## config.mk

```make
export PLATFORM = sky130hd
export DESIGN_NAME = switch_fault_autoretry
export DESIGN_NICKNAME = d
export VERILOG_FILES = /design/src/switch_fault_pkg.sv /design/src/retry_channel.sv /design/src/switch_fault_autoretry.sv
export VERILOG_INCLUDE_DIRS = /design/src
export SDC_FILE = /design/constraint.sdc
export NUM_CORES = 1
export LEC_CHECK = 0
export ABC_AREA = 1
export BUFFER_PORTS_ARGS = -buffer_cell sky130_fd_sc_hd__buf_2
export CAP_MARGIN = 0
export CORE_MARGIN = 2
export CORE_UTILIZATION = 50
export CTS_CLUSTER_DIAMETER = 60
export DETAILED_ROUTE_END_ITERATION = 8
export HOLD_SLACK_MARGIN = 0.1
export PLACE_DENSITY = 0.74
export SLEW_MARGIN = 20
export SYNTH_ARGS = -nofsm -noshare
export SYNTH_HDL_FRONTEND = slang
export SYNTH_SLANG_ARGS = --single-unit
```

## constraint.sdc

```tcl
create_clock -name i_clk -period 3.9 [get_ports i_clk]
set_input_delay 0 -clock i_clk [delete_from_list [all_inputs] [get_ports i_clk]]
set_output_delay 0 -clock i_clk [all_outputs]
set_load 0.01 [all_outputs]
```

## src/switch_fault_defs.svh

```systemverilog
// Constants for the switch fault recovery block
`ifndef SWITCH_FAULT_DEFS_SVH
`define SWITCH_FAULT_DEFS_SVH
`define ADDR_CTRL        4'h0
`define ADDR_RETRY       4'h1
`define ADDR_CONFIG      4'h2
`define ADDR_STATUS      4'h3
`define ADDR_FAULT       4'h4
`define ADDR_RETRYCNT    4'h5
`define CTRL_SUPFAIL_EN  0
`define CTRL_NORMAL_MODE 1
`define CTRL_DELATCH0    2
`define CTRL_DELATCH1    3
`define RETRY_EN_BIT     0
`define RETRY_UNLIM_BIT  1
`define RETRY_PER_LO     2
`define RETRY_PER_HI     3
`define CFG_OS_DIS       6
`define CFG_OFF_OL_DIS   7
`define CFG_ON_OL_DIS    8
`define STAT_FULL0       4
`define STAT_FULL1       5
`define STAT_POR         6
`define RETRY_MAX        4'hF
`define RETRY_PERIOD_0_MS 8
`define RETRY_PERIOD_1_MS 16
`define RETRY_PERIOD_2_MS 32
`define RETRY_PERIOD_3_MS 64
`define CLK_HZ           10000000
`define MS_CYCLES(ms)    ((ms) * (`CLK_HZ / 1000))
`endif

```

## src/switch_fault_pkg.sv

```systemverilog
// Types for the switch fault recovery block
package switch_fault_pkg;
  typedef enum logic [1:0] {
    CH_NORMAL,
    CH_WAIT_CLEAR,
    CH_RETRY_WAIT,
    CH_LATCHED
  } chan_state_e;
  typedef logic [15:0] word_t;
endpackage

```

## src/retry_channel.sv

```systemverilog
// One channel of the auto-retry sequencer with its retry counter
`timescale 1ns/100ps
`default_nettype none
`include "switch_fault_defs.svh"
module retry_channel
  import switch_fault_pkg::*;
(
  input  wire logic        i_clk,
  input  wire logic        i_rst,
  input  wire logic        i_cnt_clear,
  input  wire logic        i_retry_en,
  input  wire logic        i_unlimited,
  input  wire logic [1:0]  i_period_sel,
  input  wire logic        i_fault_control_signal,
  input  wire logic        i_overcurrent_fault,
  input  wire logic        i_severe_short_fault,
  input  wire logic        i_overtemperature_fault,
  input  wire logic        i_undervoltage_fault,
  input  wire logic        i_delatch,
  input  wire logic        i_motor,
  input  wire logic        i_pwm_off_clean,
  output logic             o_on_allow,
  output logic             o_latched,
  output logic             o_full,
  output logic             o_oc_dur_reset,
  output logic [3:0]       o_count
);
  import switch_fault_pkg::*;
  localparam int unsigned P0 = `MS_CYCLES(`RETRY_PERIOD_0_MS);
  localparam int unsigned P1 = `MS_CYCLES(`RETRY_PERIOD_1_MS);
  localparam int unsigned P2 = `MS_CYCLES(`RETRY_PERIOD_2_MS);
  localparam int unsigned P3 = `MS_CYCLES(`RETRY_PERIOD_3_MS);
  chan_state_e  state_q;
  logic [19:0]  timer_q;
  logic [19:0]  period;
  logic         retry_cond;
  logic         slow_fault;
  logic         expired;
  assign retry_cond = i_overcurrent_fault | i_severe_short_fault | i_overtemperature_fault | i_undervoltage_fault;
  assign slow_fault = i_overtemperature_fault | i_undervoltage_fault;
  always_comb begin
    case (i_period_sel)
      2'h0:    period = 20'(P0);
      2'h1:    period = 20'(P1);
      2'h2:    period = 20'(P2);
      default: period = 20'(P3);
    endcase
  end
  assign expired = (timer_q >= period - 20'h00001);
  always_ff @(posedge i_clk) begin
    if (i_rst) begin
      state_q <= CH_NORMAL;
    end else begin
      case (state_q)
        CH_NORMAL: begin
          if (i_fault_control_signal && retry_cond) begin
            if (!i_retry_en)
              state_q <= CH_LATCHED;
            else if (slow_fault)
              state_q <= CH_WAIT_CLEAR;
            else
              state_q <= CH_RETRY_WAIT;
          end
        end
        CH_WAIT_CLEAR: begin
          if (i_delatch)
            state_q <= CH_NORMAL;
          else if (!i_retry_en)
            state_q <= CH_LATCHED;
          else if (!slow_fault)
            state_q <= CH_RETRY_WAIT;
        end
        CH_RETRY_WAIT: begin
          if (i_delatch)
            state_q <= CH_NORMAL;
          else if (!i_retry_en)
            state_q <= CH_LATCHED;
          else if (expired) begin
            if (!i_unlimited && o_full && retry_cond)
              state_q <= CH_LATCHED;
            else
              state_q <= CH_NORMAL;
          end
        end
        CH_LATCHED: begin
          if (i_delatch)
            state_q <= CH_NORMAL;
          else if (i_cnt_clear && i_unlimited && i_retry_en)
            state_q <= CH_RETRY_WAIT;
        end
        default: state_q <= CH_NORMAL;
      endcase
    end
  end
  always_ff @(posedge i_clk) begin
    if (i_rst || state_q != CH_RETRY_WAIT)
      timer_q <= 20'h00000;
    else if (!expired)
      timer_q <= timer_q + 20'h00001;
  end
  // Counter kept across delatch and recovery; cleared only by listed events
  always_ff @(posedge i_clk) begin
    if (i_rst || i_cnt_clear) begin
      o_count <= 4'h0;
      o_full  <= 1'b0;
    end else if (state_q == CH_RETRY_WAIT && expired && !i_delatch && !i_unlimited) begin
      if (o_count == `RETRY_MAX - 4'h1 || o_count == `RETRY_MAX)
        o_full <= 1'b1;
      if (o_count != `RETRY_MAX)
        o_count <= o_count + 4'h1;
    end
  end
  always_ff @(posedge i_clk) begin
    if (i_rst)
      o_oc_dur_reset <= 1'b0;
    else if (i_motor)
      o_oc_dur_reset <= i_pwm_off_clean;
    else
      o_oc_dur_reset <= (state_q == CH_RETRY_WAIT) && expired;
  end
  always_ff @(posedge i_clk) begin
    if (i_rst) begin
      o_on_allow <= 1'b1;
      o_latched  <= 1'b0;
    end else begin
      o_on_allow <= (state_q == CH_NORMAL);
      o_latched  <= (state_q == CH_LATCHED);
    end
  end
endmodule
`default_nettype wire

```

## src/switch_fault_autoretry.sv

```systemverilog
// Fault recovery top: registers, supply handling and two retry channels
`timescale 1ns/100ps
`default_nettype none
`include "switch_fault_defs.svh"
// Notes on behaviour
// - Logic supply fail with enable set enters fail-safe, clears registers, inputs drive.
// - Logic supply fail with enable clear keeps serial-port control.
// - Power undervoltage with valid logic supply still serves register accesses.
// - Power-up of either supply runs reset and sets status bit 6; code detects it only when both POR inputs were high the cycle before.
// - Wake transition via reset input or direct input also sets status bit 6.
// - Retry condition is overcurrent, short or overtemperature, or common undervoltage.
// - Undervoltage and overtemperature retries start only after the cause clears.
// - Retry enabled only when enable bit equals channel load type.
// - Retry disabled latches latchable faults at once.
// - Sequence starts only with fault control high and retry condition true.
// - Channel retries on after selected retry period expires.
// - Cause cleared early resumes normal, counter and fault bit kept.
// - Unlimited mode retries forever, never latches off.
// - Limited mode counts retries; at fifteen sets full bit, one more allowed.
// - Fault at final retry latches channel off, fault pin low.
// - Delatch during retry turns channel on without clearing counter.
// - Counter readable only in normal mode.
// - Counter cleared by fail-safe, wake, reset, unlimited, or retry disable.
// - Latched channel reset by unlimited select retries after one period.
// - Lamp resets overcurrent duration each retry; motor in every cycle its clean PWM-off input is high.
// - Passive open-load and short-to-supply faults set bits and pull fault pin low, maskable; no retry.
module switch_fault_autoretry
  import switch_fault_pkg::*;
(
  input  wire logic        i_clk,
  input  wire logic        i_rst,
  input  wire logic [3:0]  i_avm_address,
  input  wire logic        i_avm_read,
  input  wire logic        i_avm_write,
  input  wire logic [31:0] i_avm_writedata,
  output logic [31:0]      o_avm_readdata,
  output logic             o_avm_waitrequest,
  input  wire logic        i_logic_supply_ok,
  input  wire logic        i_power_supply_por,
  input  wire logic        i_logic_supply_por,
  input  wire logic        i_reset_wake_input_n,
  input  wire logic [1:0]  i_direct_in,
  input  wire logic [1:0]  i_load_type_select,
  input  wire logic [1:0]  i_fault_control_signal,
  input  wire logic [1:0]  i_overcurrent_fault,
  input  wire logic [1:0]  i_severe_short_fault,
  input  wire logic [1:0]  i_overtemperature_fault,
  input  wire logic        i_undervoltage_fault,
  input  wire logic [1:0]  i_on_open_load,
  input  wire logic [1:0]  i_off_open_load,
  input  wire logic [1:0]  i_short_to_supply,
  input  wire logic [1:0]  i_pwm_off_clean,
  output logic [1:0]       o_channel_on,
  output logic [1:0]       o_oc_dur_reset,
  output logic             o_fail_safe,
  output logic             o_fault_flag_pin_n
);
  import switch_fault_pkg::*;
  logic        fail_safe_q;
  logic        supfail_en_q;
  logic        normal_mode_q;
  logic [1:0]  retry_en_bit_q;
  logic [1:0]  unlimited_q;
  logic [1:0]  period_q [2];
  word_t       channel_config_word_q [2];
  word_t       channel_fault_word_q [2];
  logic        por_flag_q;
  logic        awake_q;
  logic [1:0]  pwr_por_q;
  logic        wake;
  logic        por_event;
  logic        do_write;
  logic        do_read;
  logic        regs_clear;
  logic [1:0]  ch_sel;
  logic [1:0]  delatch;
  logic [1:0]  cnt_clear;
  logic [1:0]  retry_en;
  logic [1:0]  on_allow;
  logic [1:0]  latched;
  logic [1:0]  full;
  logic [1:0]  dur_rst;
  logic [3:0]  count [2];
  logic [1:0]  live_fault;

  // Single-cycle wait on every access keeps read data registered
  assign do_write = i_avm_write && o_avm_waitrequest == 1'b0;
  assign do_read  = i_avm_read && o_avm_waitrequest == 1'b0;
  always_ff @(posedge i_clk) begin
    if (i_rst)
      o_avm_waitrequest <= 1'b1;
    else if ((i_avm_read || i_avm_write) && o_avm_waitrequest)
      o_avm_waitrequest <= 1'b0;
    else
      o_avm_waitrequest <= 1'b1;
  end
  assign ch_sel = {i_avm_writedata[16], ~i_avm_writedata[16]};

  // Wake: either reset input or a direct input high
  assign wake = i_reset_wake_input_n | (|i_direct_in);
  always_ff @(posedge i_clk) begin
    if (i_rst) begin
      awake_q   <= 1'b0;
      pwr_por_q <= 2'h3;
    end else begin
      awake_q   <= wake;
      pwr_por_q <= {i_power_supply_por, i_logic_supply_por};
    end
  end
  assign por_event = (pwr_por_q == 2'h3 && {i_power_supply_por, i_logic_supply_por} != 2'h3)
                   || (wake && !awake_q);

  // Fail-safe only with the enable set; otherwise serial control stays
  always_ff @(posedge i_clk) begin
    if (i_rst || por_event)
      fail_safe_q <= 1'b0;
    else if (!i_logic_supply_ok && supfail_en_q)
      fail_safe_q <= 1'b1;
    else if (i_logic_supply_ok)
      fail_safe_q <= 1'b0;
  end
  assign regs_clear = i_rst || por_event || (!i_logic_supply_ok && supfail_en_q);
  always_ff @(posedge i_clk) o_fail_safe <= !i_rst && fail_safe_q;

  // Register writes are not gated by power undervoltage
  always_ff @(posedge i_clk) begin
    if (regs_clear) begin
      supfail_en_q  <= 1'b0;
      normal_mode_q <= 1'b0;
    end else if (do_write && i_avm_address == `ADDR_CTRL) begin
      supfail_en_q  <= i_avm_writedata[`CTRL_SUPFAIL_EN];
      normal_mode_q <= i_avm_writedata[`CTRL_NORMAL_MODE];
    end
  end
  assign delatch = (do_write && i_avm_address == `ADDR_CTRL)
                 ? i_avm_writedata[`CTRL_DELATCH1:`CTRL_DELATCH0] : 2'h0;

  generate
    for (genvar c = 0; c < 2; c++) begin : g_ch
      logic wr_retry;
      logic new_en;
      logic new_unl;
      logic unl_now;
      assign wr_retry = do_write && i_avm_address == `ADDR_RETRY && ch_sel[c];
      assign new_en   = i_avm_writedata[`RETRY_EN_BIT];
      assign new_unl  = i_avm_writedata[`RETRY_UNLIM_BIT];
      // New unlimited setting seen in the write cycle so a latched channel can restart
      assign unl_now  = unlimited_q[c] | (wr_retry && new_unl);
      always_ff @(posedge i_clk) begin
        if (regs_clear) begin
          retry_en_bit_q[c] <= 1'b0;
          unlimited_q[c]    <= 1'b0;
          period_q[c]       <= 2'h0;
        end else if (wr_retry) begin
          retry_en_bit_q[c] <= new_en;
          unlimited_q[c]    <= new_unl;
          period_q[c]       <= i_avm_writedata[`RETRY_PER_HI:`RETRY_PER_LO];
        end
      end
      always_ff @(posedge i_clk) begin
        if (regs_clear)
          channel_config_word_q[c] <= 16'h0000;
        else if (do_write && i_avm_address == `ADDR_CONFIG && ch_sel[c])
          channel_config_word_q[c] <= i_avm_writedata[15:0];
      end
      assign retry_en[c] = (retry_en_bit_q[c] == i_load_type_select[c]);
      assign cnt_clear[c] = regs_clear || (wake && !awake_q)
                          || (wr_retry && new_unl && !unlimited_q[c])
                          || (wr_retry && retry_en[c]
                              && new_en != i_load_type_select[c]);
      // Passive fault bits and bit 0 for overcurrent, short or overtemperature: set wins over the read clear
      always_ff @(posedge i_clk) begin
        if (regs_clear) begin
          channel_fault_word_q[c] <= 16'h0000;
        end else begin
          if (do_read && i_avm_address == `ADDR_FAULT)
            channel_fault_word_q[c] <= 16'h0000;
          if (i_on_open_load[c] && !channel_config_word_q[c][`CFG_ON_OL_DIS])
            channel_fault_word_q[c][`CFG_ON_OL_DIS] <= 1'b1;
          if (i_off_open_load[c] && !channel_config_word_q[c][`CFG_OFF_OL_DIS])
            channel_fault_word_q[c][`CFG_OFF_OL_DIS] <= 1'b1;
          if (i_short_to_supply[c] && !channel_config_word_q[c][`CFG_OS_DIS])
            channel_fault_word_q[c][`CFG_OS_DIS] <= 1'b1;
          if (i_overcurrent_fault[c] | i_severe_short_fault[c] | i_overtemperature_fault[c])
            channel_fault_word_q[c][0] <= 1'b1;
        end
      end
      assign live_fault[c] = (i_on_open_load[c] && !channel_config_word_q[c][`CFG_ON_OL_DIS])
                           || (i_off_open_load[c] && !channel_config_word_q[c][`CFG_OFF_OL_DIS])
                           || (i_short_to_supply[c] && !channel_config_word_q[c][`CFG_OS_DIS]);
      retry_channel u_retry (
        .i_clk                   (i_clk),
        .i_rst                   (i_rst),
        .i_cnt_clear             (cnt_clear[c]),
        .i_retry_en              (retry_en[c]),
        .i_unlimited             (unl_now),
        .i_period_sel            (period_q[c]),
        .i_fault_control_signal  (i_fault_control_signal[c]),
        .i_overcurrent_fault     (i_overcurrent_fault[c]),
        .i_severe_short_fault    (i_severe_short_fault[c]),
        .i_overtemperature_fault (i_overtemperature_fault[c]),
        .i_undervoltage_fault    (i_undervoltage_fault),
        .i_delatch               (delatch[c]),
        .i_motor                 (i_load_type_select[c]),
        .i_pwm_off_clean         (i_pwm_off_clean[c]),
        .o_on_allow              (on_allow[c]),
        .o_latched               (latched[c]),
        .o_full                  (full[c]),
        .o_oc_dur_reset          (dur_rst[c]),
        .o_count                 (count[c])
      );
      // Fail-safe hands the channel to its direct input
      always_ff @(posedge i_clk) begin
        if (i_rst)
          o_channel_on[c] <= 1'b0;
        else if (fail_safe_q)
          o_channel_on[c] <= i_direct_in[c];
        else
          o_channel_on[c] <= on_allow[c];
      end
    end
  endgenerate
  always_ff @(posedge i_clk) o_oc_dur_reset <= i_rst ? 2'h0 : dur_rst;

  // Power-on-reset flag; set wins over the read clear
  always_ff @(posedge i_clk) begin
    if (i_rst)
      por_flag_q <= 1'b1;
    else if (por_event)
      por_flag_q <= 1'b1;
    else if (do_read && i_avm_address == `ADDR_STATUS)
      por_flag_q <= 1'b0;
  end

  always_ff @(posedge i_clk) begin
    if (i_rst)
      o_fault_flag_pin_n <= 1'b1;
    else
      o_fault_flag_pin_n <= !(|latched) && !(|live_fault);
  end

  always_ff @(posedge i_clk) begin
    if (i_rst) begin
      o_avm_readdata <= 32'h00000000;
    end else if (i_avm_read && o_avm_waitrequest) begin
      // Taken on the wait cycle so data stands at the accepting edge
      case (i_avm_address)
        `ADDR_CTRL:     o_avm_readdata <= {30'h0, normal_mode_q, supfail_en_q};
        `ADDR_RETRY:    o_avm_readdata <= {24'h0, period_q[1], unlimited_q[1], retry_en_bit_q[1],
                                            period_q[0], unlimited_q[0], retry_en_bit_q[0]};
        `ADDR_CONFIG:   o_avm_readdata <= {channel_config_word_q[1], channel_config_word_q[0]};
        `ADDR_STATUS:   o_avm_readdata <= {25'h0, por_flag_q, full, 1'b0, fail_safe_q, latched};
        `ADDR_FAULT:    o_avm_readdata <= {channel_fault_word_q[1], channel_fault_word_q[0]};
        `ADDR_RETRYCNT: o_avm_readdata <= normal_mode_q ? {16'h0, count[1], 4'h0, count[0], 4'h0}
                                                        : 32'h00000000;
        default:        o_avm_readdata <= 32'h00000000;
      endcase
    end
  end
endmodule
`default_nettype wire

```

==> impl_results.md, run 1 <==
- Status: complete, no violations
- Met2 wire len: ~11,000 um
- Dominant cells by area after synthesis: dfxtp_1, edfxtp_1, nand2_1
- WS Path Type: reg -> reg
- Lkg Pwr: about 4.3 nW
- Synth Register Bits: around 150
- Top cells by count, synth: nand2_1, inv_1, dfxtp_1
- Initial antenna violation count: 0
- Gr ovfl total: 0
- Port Buf Inserts: 88
- Post-DP Area: roughly 0.009 mm2
- Row count: 47
- Top FF cell, synth: dfxtp_1
- Worst Path Required: between 4 and 5 ns
- Post-synth EDFFs: 44
- Min Tclk post-route: around 3.6 ns
- Worst setup path startpoint: period_q[0][1]
- Hold_sp: i_avm_address[1]
- Gr usage total: between 20 and 25%
- YS warnings: 0
- Slowest-stage cell, CP: dlygate4sd3_1
- Critical-path cell list: inv_1 -> ha_1 -> inv_1 -> ha_1 -> or2_2 -> ha_1 -> nand2_1 -> nor2_1 -> nand2_1 -> nor2_1 -> nand2_1 -> nand3_2 -> buf_4 -> nor2_1 -> nor2_1 -> nand3_1 -> nand2_1 -> dlygate4sd3_1 -> inv_1
- Fraction of layout cells with a size suffix above 1: a little over an eighth
- Die span in y: around 130 um
- Max Fanout on Critical Path: 19
- Final period util: between 90% and 100%
- Yosys top cell area share: 26.6%
- Die width: 133 um
- Max-cap viol count: 0
- Final Hold Fails: 0
- Die area: 0.0176 mm2
- Skew-Pair Late Insertion Delay: about 0.43 ns
- Total core area: about 0.016 mm2
- Final GP Congestion: around 0.87
- Slew margin rel.: 45.2%
- Reg-to-Reg End: g_ch[0].u_retry.state_q[0]
- CP peak stage delay: ~0.56 ns
- Diode count: 0
- Vias in the first global route: around 7,300
- Final WL: around 21,000 um
- WL per Instance: approximately 15 um
- Cts repair resizes: 0
- Worst reg2reg path depth: 19
- Drt via density: approximately 5.2
- Area Overhead vs Synth: 20.8%
- Netlist cell types: 46
- Cell Pwr Density: ~390 mW/mm2
- R2r startpoint: period_q[0][1]
- Initial Utilization: between 50% and 60%
- First-pass GRT wire length: between 30,000 and 40,000 um
- Post-DRT Antenna Nets: 0
- Sequential area share after synthesis: between 40% and 50%
- Hold path depth: 5
- Met1 WL: between 9000 and 10,000 um
- Crit. End Element: register
- DRC Markers: 0
- Count leader, synth: nand2_1
- Post-DP HPWL: 14,400 um
- Setup-failing EPs final: 0
- Nets: around 1,300
- Least-Margin Pin Slew: between 0.8 and 0.9 ns
- Max IR drop VDD: roughly 330 uV
- Top layer in use: met4
- Via count: about 7,600
- Setup crit end: g_ch[0].u_retry.state_q[0]
- H-Tree Depth: 4
- Synthesized instance count: 1,091
- CTS Buf Count: 17
- TNS Setup: 0 ns
- Startpoint Class: register
- Fmax achieved: between 0.2 and 0.3 GHz
- Largest net degree at the start of global routing: 32
- Routed wl met3: a little under 1000 um
- FF-to-FF setup slack: about 0.26 ns
- Bufs on Longest Clock Path: 2
- Worst-path clk slew: around 0.070 ns
- CTS tree: yes
- Synth Cell Area: approximately 0.0083 mm2
- Asr flop ratio synth: 0%
- Post-route cell area: between 0.01 and 0.015 mm2
- Syn_area_per_cell: approximately 7.6 um2
- Unrepaired setup endpoints after global routing: no
- Max Slew Vio Count: 0
- Pre-antenna DRT Iters: 5
- Post-synth net total: approximately 1,200
- # fillers: 1,435
- # IOs: 104
- DRT iter0 DRCs: about 600
- Hold/Removal Path Class: in -> reg
- Area leader, netlist: dfxtp_1
- CTS Sinks: around 150
- Root buffer selected by CTS: clkbuf_16
- Worst Skew: 0.00780 ns
- Crit path arrival time: 3.97 ns
-- routing by layer --
metal  GRT usage (%)  up-vias
met2            43.5      235
met5               0        -
met4            9.56        0
li1                -     3851
met1            30.1     3504
met3            4.56       45
-- worst min path at each step --
| stage | end | slack (ns) |
|---|---|---|
| floorplan | fail_safe_q | 0.08 |
| global placement | fail_safe_q | 0.19 |
| detailed placement | fail_safe_q | 0.19 |
| CTS | unlimited_q[0] | 0.12 |
| global route | unlimited_q[0] | 0.14 |
| finish | o_avm_readdata[23] | 0.12 |
-- final cells by class --
type	instances	area, um2	share of cell area [%]
clock buffer	19	443	4.42
clock inverter	13	133	1.32
tap	220	275	2.75
timing repair buffer	150	1040	10.4
multi-input combinational	776	4110	41.0
inverter	132	495	4.95
sequential	154	3520	35.2
-- critical path, delay by kind of cell (launching register included) --
| family | cells | cell delay, ns |
|---|---|---|
| adder cells (fa/ha/maj) | 3 | 0.70 |
| buffers and inverters | 5 | 1.08 |
| flip-flops | 1 | 0.46 |
| AND/OR/NAND/NOR | 11 | 1.30 |
-- cell families (layout without fill, tap and decap cells) --
kind of cell               after synthesis  count (layout)  synth area share, %
buffers and inverters                  161             314                 7.98
and+or+nand+nor                        531             531                 28.2
xor gates and xnor gates                24              24                 2.54
adders and majority gates               46              46                 6.94
DFF                                    154             154                 42.5
AOI/OAI and AO/OA                      175             175                 11.8
-- registers in the layout, indices dropped and copies added, names as in the netlist --
register,cells
supfail_en_q,1
awake_q,1
o_fault_flag_pin_n,1
g_ch.u_retry.o_latched,2
o_avm_waitrequest,1
period_q,4
o_oc_dur_reset,2
o_fail_safe,1
pwr_por_q,2
g_ch.u_retry.o_oc_dur_reset,2
g_ch.u_retry.state_q,4
g_ch.u_retry.timer_q,40
por_flag_q,1
normal_mode_q,1
g_ch.u_retry.o_count,8
g_ch.u_retry.o_on_allow,2
o_avm_readdata,32
fail_safe_q,1
o_channel_on,2
retry_en_bit_q,2
channel_fault_word_q,8
g_ch.u_retry.o_full,2
channel_config_word_q,32
unlimited_q,2
-- placed cells by master (no fill, tap or decap), drive strengths merged, types with 2 or more instances in the layout --
cell           n
nand3b         9
ha            46
nor2         116
inv          137
nand3         59
dlygate4sd3   55
o211ai         3
nand2        291
clkinv         6
xnor2          6
o22ai          3
a22o           2
nand4         20
nor3b          4
dfxtp        110
clkbuf        19
o21ai         55
edfxtp        44
xor2          18
o2111ai        3
or2            4
a21oi        102
nor3          26
buf           95
-- report_power, final --
part / switching (mW) / total, mW / internal (mW)
Combinational: 0.314 / 0.494 / 0.180
Sequential: 0.0410 / 1.76 / 1.72
Clock: 0.733 / 1.65 / 0.914
Total: 1.09 / 3.90 / 2.81
-- timing repair --
item / 4_1_cts / 5_1_grt
hold buffers: 55 / 0
endpoints found under the hold margin: 93 / 0
buffers inserted: 0 / 0
-- metrics by stage --
stage                     power, mW  hold WS [ns]  instances  worst slack, ns  util [%]
after floorplan                2.09        0.0785       1091             1.46         -
after global placement         2.22         0.186       1377            0.879      54.2
after detailed placement       2.23         0.190       1377            0.794      54.2
after CTS                      3.89         0.120       1464            0.293      61.1
after global routing           4.05         0.140       1464          0.00149      61.1
final                          3.90         0.125       1464            0.258      61.1
Power figures use the tool's default switching activity.
==> run 2, diff against run 1 <==
--- a/config.mk
+++ b/config.mk
@@ -6,7 +6,6 @@
 export SDC_FILE = /design/constraint.sdc
 export NUM_CORES = 1
 export LEC_CHECK = 0
-export ABC_AREA = 1
 export BUFFER_PORTS_ARGS = -buffer_cell sky130_fd_sc_hd__buf_2
 export CAP_MARGIN = 0
 export CORE_MARGIN = 2
@@ -14,7 +13,7 @@
 export CTS_CLUSTER_DIAMETER = 60
 export DETAILED_ROUTE_END_ITERATION = 8
 export HOLD_SLACK_MARGIN = 0.1
-export PLACE_DENSITY = 0.74
+export PLACE_DENSITY = 0.75
 export SLEW_MARGIN = 20
 export SYNTH_ARGS = -nofsm -noshare
 export SYNTH_HDL_FRONTEND = slang
==> run 2 against run 1 <==
  * Combinational power decreased by 12%
  * Critical endpoint is now g_ch[1].u_retry.o_oc_dur_reset
  * Worst hold slack improved by 0.023 ns
  * Largest power group unchanged
  * Non-clock buffer count decreased by 2
  * Register-to-register slack about the same
==> impl_results.md, run 2 <==
- Gr usage total: 24.4% (-0.34 points)
- Min Tclk post-route: 3.64 ns (-0.00458 ns)
- Row count: 45 (-4.3%)
- Sequential area share after synthesis: 45.9% (+3.4 points)
- Max IR drop VDD: 413 uV (+26%)
- CTS Buf Count: 17 (unchanged)
- Initial antenna violation count: 0 (unchanged)
- Post-DRT Antenna Nets: 0 (unchanged)
- Synth Register Bits: 154 (unchanged)
- CP peak stage delay: 0.57 ns (about the same)
- Asr flop ratio synth: 0% (unchanged)
- Slowest-stage cell, CP: dlygate4sd3_1
- YS warnings: 0 (unchanged)
- Max Slew Vio Count: 0 (unchanged)
- Hold path depth: 4 (-1)
- # IOs: 104 (unchanged)
- WS Path Type: reg -> reg
- Yosys top cell area share: 28.7% (+2.1 points)
- Bufs on Longest Clock Path: 2 (unchanged)
- Met1 usage: 31.0% (+0.87 points)
- Max Fanout on Critical Path: 10 (-9)
- Hold/Removal Path Class: in -> reg
- Diode count: 0 (unchanged)
- Largest register FFs: 40 (unchanged)
- Top flop regs: g_ch.u_retry.timer_q x40, channel_config_word_q x32, o_avm_readdata x32
- Final GP Congestion: 0.843 (-3.4%)
- Most frequent cells in the layout: dfxtp_1, buf_2, nor2_1
- Int Pwr: 2.74 mW (-2.5%)
- Count leader, synth: dfxtp_1
- Crit path arrival time: 4.00 ns (+0.03 ns)
- Top reg by flops: g_ch.u_retry.timer_q
- Clock power frac: 42.1% (about the same)
- CTS tree: yes
- Post-DP HPWL: 13,100 um (-9.0%)
- Drt via density: 5.80 (+11%)
- Post-synth EDFFs: 44 (unchanged)
- Fraction of layout cells with a size suffix above 1: 16.2% (+2.4 points)
- CTS Sinks: 154 (unchanged)
- Pre-antenna DRT Iters: 5 (unchanged)
- Netlist cell types: 70 (+52%)
- TNS Setup: 0 ns (unchanged)
- Synth Cell Area: 0.00767 mm2 (-7.5%)
- Status: complete, no violations
- First-pass GRT wire length: 31,800 um (-9.6%)
- Unrepaired setup endpoints after global routing: no
- Slew margin rel.: 31.4% (-14 points)
- Die span in y: 128 um (-3.7%)
- Area Overhead vs Synth: 21.6%
- Total core area: 0.0151 mm2 (-8.0%)
- Worst hold slack: 0.148 ns (+0.0229 ns)
- Die area: 0.0163 mm2 (-7.3%)
- Worst-path clk slew: 0.07 ns (about the same)
- Seq pwr share: 46.5% (+1.4 points)
- Via count: 6,761 (-11%)
- Switching Share: 28.4% (+0.53 points)
- P_sw: 1.09 mW (about the same)
- Met3 Track Usage GR: 5.51% (+0.95 points)
- Gr ovfl total: 0 (unchanged)
- WL per Instance: 16.8 um (+16%)
- H-Tree Depth: 4 (unchanged)
- Nets: 1,076 (-20%)
- Cell Pwr Density: 411 mW/mm2 (+5.5%)
- Skew-Pair Late Insertion Delay: 0.43 ns (about the same)
- Combinational Power Share: 11.4% (-1.3 points)
- Worst Path Required: 4.26 ns (+0.03 ns)
- Dominant cells by area after synthesis: dfxtp_1, edfxtp_1, ha_1
- CP most frequent cell: ha_1
- Commonest non-fill, non-tap cell in the layout: dfxtp_1
- Crit. End Element: register
- Least-Margin Pin Slew: 1.01 ns (+0.194 ns)
- Largest net degree at the start of global routing: 46 (+44%)
- Top cells by count, synth: dfxtp_1, nor2_1, a21oi_1
- Final period util: 93.3% (-0.12 points)
- Final Hold Fails: 0 (unchanged)
- Worst reg2reg path depth: 13 (-6)
- Die width: 128 um (-3.7%)
- Root buffer selected by CTS: clkbuf_16
- Post-synth net total: 948 (-21%)
- Final WL: 19,600 um (-8.0%)
- Vias in the first global route: 6,503 (-11%)
- Cts repair resizes: 0 (unchanged)
- Grt met2 use: 41.8% (-1.7 points)
- Most used routing layer: met2
- Startpoint Class: register
- Fmax achieved: 0.275 GHz (+0.13%)
- Area leader, netlist: dfxtp_1
- DRC Markers: 0 (unchanged)
- Initial Utilization: 50.8% (+0.30 points)
- Syn_area_per_cell: 9.17 um2 (+21%)
- Critical-path cell list: inv_1 -> ha_1 -> inv_1 -> ha_1 -> or2_2 -> ha_1 -> nand2_1 -> or3_4 -> o32a_1 -> nand2_2 -> a22oi_1 -> dlygate4sd3_1 -> nor2_1
- DRT iter0 DRCs: 519 (-12%)
- Port Buf Inserts: 88 (unchanged)
- Setup-failing EPs final: 0 (unchanged)
- Worst Skew: 0.0120 ns (+0.00420 ns)
- Max-cap viol count: 0 (unchanged)
- Synthesized instance count: 837 (-23%)
- Top FF cell, synth: dfxtp_1
- Lkg Pwr: 3.69 nW (-15%)
-- run 2: cell count changes after synthesis, sizes merged, moves of 14 or more --
cell | previous run | this run
nand2 | 291 | 76
and2 | 0 | 40
or3 | 0 | 22
nand3 | 59 | 45
inv | 130 | 29
a21oi | 102 | 80
a22oi | 1 | 22
nor3 | 26 | 8
clkbuf | 10 | 27
nor2 | 116 | 87
o21ai | 55 | 34
-- run 2: final timing paths --
| check | slack, ns | endpoint | startpoint |
|---|---|---|---|
| min | 0.15 | normal_mode_q | i_avm_address[3] |
| min reg2reg | 0.45 | o_avm_readdata[9] | o_avm_readdata[9] |
| max | 0.26 | g_ch[1].u_retry.o_oc_dur_reset | period_q[1][1] |
| max reg2reg | 0.26 | g_ch[1].u_retry.o_oc_dur_reset | period_q[1][1] |
-- run 2: power by group through the flow --
stage	combinational [mW]	clock [mW]	sequential (mW)
final	0.436	1.61	1.78
after global routing	0.484	1.70	1.79
after CTS	0.430	1.63	1.78
after detailed placement	0.386	0	1.81
after global placement	0.380	0	1.81
after floorplan	0.278	0	1.79
-- run 2: area by class of cell --
class	instances	area, um2
timing repair buffer	148	1010
inverter	29	109
tap	188	235
clock inverter	15	151
multi-input combinational	615	3880
clock buffer	17	425
fill	1248	5760
sequential	154	3520
-- run 2: kinds of logic (layout without fill, tap and decap cells) --
kind of cell,Yosys count,in the layout,synth area share [%]
mux,10,10,1.47
fa+ha+maj,46,46,7.50
simple gates,348,348,23.6
xor+xnor,18,18,2.06
buf+inv,68,209,3.64
compound gates,193,193,15.8
flops,154,154,45.9
-- run 2: worst max-delay path: cells and delay by family (launching register included) --
kind,cells,cell delay [ns]
compound gates,2,0.60
fa+ha+maj,3,0.66
buf+inv,3,0.78
flops,1,0.50
simple gates,5,1.03
-- run 2: metrics by stage --
stage | utilization, % | instance area (um2) | cells | total power, mW | worst slack, ns
6_report | 61.8 | 9330 | 1166 | 3.83 | 0.263
2_1_floorplan | - | 7670 | 837 | 2.07 | 0.843
3_5_place_dp | 54.8 | 8270 | 1085 | 2.20 | 0.435
5_1_grt | 61.8 | 9330 | 1166 | 3.98 | 0.0366
4_1_cts | 61.7 | 9320 | 1164 | 3.83 | 0.217
3_3_place_gp | 54.8 | 8270 | 1085 | 2.19 | 0.555
-- run 2: routing by layer --
layer | vias to the layer above | share of wire [%]
met2 | 225 | 49
met3 | 29 | 6.5
met1 | 3230 | 43
li1 | 3277 | -
met4 | 0 | 1.5
met5 | - | 0
-- run 2: repair_timing --
action | CTS | global route
hold buffers | 47 | 0
buffers inserted | 0 | 2
setup endpoints to repair | 0 | 1
hold endpoints to repair | 74 | 0
==> run 3, diff against run 2 <==
--- a/config.mk
+++ b/config.mk
@@ -10,6 +10,7 @@
 export CAP_MARGIN = 0
 export CORE_MARGIN = 2
 export CORE_UTILIZATION = 50
+export CTS_BUF_LIST = sky130_fd_sc_hd__clkbuf_8
 export CTS_CLUSTER_DIAMETER = 60
 export DETAILED_ROUTE_END_ITERATION = 8
 export HOLD_SLACK_MARGIN = 0.1
==> constraint.sdc (replaced) <==
create_clock -name i_clk -period 3.9 [get_ports i_clk]
set_input_delay 0.585 -clock i_clk [delete_from_list [all_inputs] [get_ports i_clk]]
set_output_delay 0.585 -clock i_clk [all_outputs]
set_load 0.01 [all_outputs]
==> run 3 against run 2 <==
  * Sequential share of layout area grew 2.8 points
  * Core utilization down 4.3 points
  * Register-to-register slack improved by 0.17 ns
  * Cell count fell by 3.7%
  * Highest routed layer unchanged
  * Non-clock buffer count shrank 44
  * Largest cell class unchanged
  * Critical path type unchanged
==> impl_results.md, run 3 (synthesized netlist as in run 2, its figures left out) <==
- Vias in the first global route: 6,136 (-5.6%)
- Unrepaired setup endpoints after global routing: no
- Status: complete, no violations
- Crit. End Element: register
- Final period util: 88.9% (-4.4 points)
- Startpoint Class: register
- Fin util: 57.5% (-4.3 points)
- Gr ovfl total: 0 (unchanged)
- Least-Margin Pin Slew: 0.921 ns (-0.0935 ns)
- Worst Skew: 0.0102 ns (-0.00185 ns)
- Lkg Pwr: 3.43 nW (-7.0%)
- Crit path arrival time: 3.84 ns (-0.16 ns)
- Max Fanout on Critical Path: 15 (+5)
- Most frequent cells in the layout: dfxtp_1, buf_2, nor2_1
- Bufs on Longest Clock Path: 2 (unchanged)
- DRT iter0 DRCs: 530 (+2.1%)
- H-Tree Depth: 4 (unchanged)
- Fraction of layout cells with a size suffix above 1: 17.0% (+0.87 points)
- Top flop regs: g_ch.u_retry.timer_q x40, channel_config_word_q x32, o_avm_readdata x32
- Pre-antenna DRT Iters: 5 (unchanged)
- Critical-path cell list: inv_1 -> ha_1 -> inv_1 -> ha_1 -> or2_2 -> ha_1 -> a21oi_1 -> o21ai_0 -> a221oi_2 -> nand3_1 -> or4_1 -> a21oi_1
- Initial Utilization: 50.8% (unchanged)
- DRC Markers: 0 (unchanged)
- CTS tree: yes
- Cts-stage hold buffer count: 0 (-100%)
- Post-DP HPWL: 13,100 um (-0.21%)
- Post-CTS Setup Bufs: 0 (unchanged)
- Drt via density: 5.81 (+0.17%)
- Area Overhead vs Synth: 13.2%
- TNS Setup: 0 ns (unchanged)
- Cts repair resizes: 0 (unchanged)
- Final Hold Fails: 0 (unchanged)
- Worst-path clk slew: 0.09 ns (+0.02 ns)
- CP peak stage delay: 0.54 ns (-0.03 ns)
- Post-DRT Antenna Nets: 0 (unchanged)
- Die area: 0.0163 mm2 (unchanged)
- Die span in y: 128 um (unchanged)
- Largest net degree at the start of global routing: 46 (unchanged)
- Die width: 128 um (unchanged)
- WL per Instance: 16.6 um (-1.3%)
- Port Buf Inserts: 88 (unchanged)
- Worst Path Required: 4.27 ns (about the same)
- First-pass GRT wire length: 30,400 um (-4.2%)
- Worst Setup Slack, final: 0.435 ns (+0.172 ns)
- CTS Sinks: 154 (unchanged)
- Hold/Removal Path Class: in -> reg
- Max Slew Vio Count: 0 (unchanged)
- Initial antenna violation count: 1 (+1)
- CTS Buf Count: 17 (unchanged)
- Skew-Pair Late Insertion Delay: 0.46 ns (+0.03 ns)
- # fillers: 1,333 (+6.8%)
- Fmax achieved: 0.289 GHz (+5.0%)
- # IOs: 104 (unchanged)
- CP most frequent cell: ha_1
- Via count: 6,523 (-3.5%)
- Slew margin rel.: 38.3% (+6.9 points)
- Top reg by flops: g_ch.u_retry.timer_q
- Row count: 45 (unchanged)
- Max-cap viol count: 0 (unchanged)
- WS Path Type: reg -> reg
- Gr usage total: 23.7% (-0.68 points)
- Min Tclk post-route: 3.47 ns (-0.172 ns)
- Setup-failing EPs final: 0 (unchanged)
- Place WS: 0.438 ns (+0.00218 ns)
- Power Total: 3.35 mW (-13%)
- Max IR drop VDD: 249 uV (-40%)
- Total core area: 0.0151 mm2 (unchanged)
- Slowest-stage cell, CP: or4_1
- Final GP Congestion: 0.833 (-1.1%)
- Nets: 1,032 (-4.1%)
- Largest register FFs: 40 (unchanged)
- Root buffer selected by CTS: clkbuf_8
- Cell Pwr Density: 386 mW/mm2 (-6.0%)
- Worst hold slack: 0.315 ns (+0.167 ns)
- Final WL: 18,600 um (-4.9%)
- Commonest non-fill, non-tap cell in the layout: dfxtp_1
==> run 3: final timing paths <==
path	to	depth (start not counted)	start	slack, ns
setup / recovery	g_ch[0].u_retry.timer_q[19]	12	period_q[0][0]	0.43
hold / removal	fail_safe_q	2	i_logic_supply_ok	0.31
setup reg to reg	g_ch[0].u_retry.timer_q[19]	12	period_q[0][0]	0.43
hold reg to reg	o_oc_dur_reset[0]	1	g_ch[0].u_retry.o_oc_dur_reset	0.44
==> run 3: worst max-delay path: cells and delay by family, from the launching register on <==
kind	cells	cell delay [ns]
adders and majority gates	3	0.60
and+or+nand+nor	3	1.27
DFF	1	0.49
buffers and inverters	2	0.23
AOI/OAI and AO/OA	4	0.79
==> run 3: layout make-up <==
class	count	area [um2]	area share [%]
clock inverters	15	139	1.60
well taps	188	235	2.71
multi-input cells	615	3880	44.7
diodes	1	2.50	0.0288
inverters	29	109	1.25
repair buffers	104	561	6.46
flip-flops and latches	154	3520	40.6
clock buffers	17	234	2.70
==> run 3: through the flow <==
step,instance area (um2),std cells
6_report,8680,1123
5_1_grt,8680,1123
4_1_cts,8680,1122
3_5_place_dp,8310,1090
3_3_place_gp,8310,1090
2_1_floorplan,7670,837
==> run 3: metal layers <==
layer	track usage (%)	vias up	part of all wire, %	routed length (um)
met3	6.97	34	7.6	1410
li1	-	3182	-	-
met5	0	-	0	0
met4	9.05	0	2.4	452
met1	29.9	3061	43	8070
met2	38.7	246	47	8660
==> run 3: power breakdown <==
part           internal (mW)  switching [mW]
sequential              1.71          0.0632
combinational          0.145           0.250
clock                  0.520           0.661
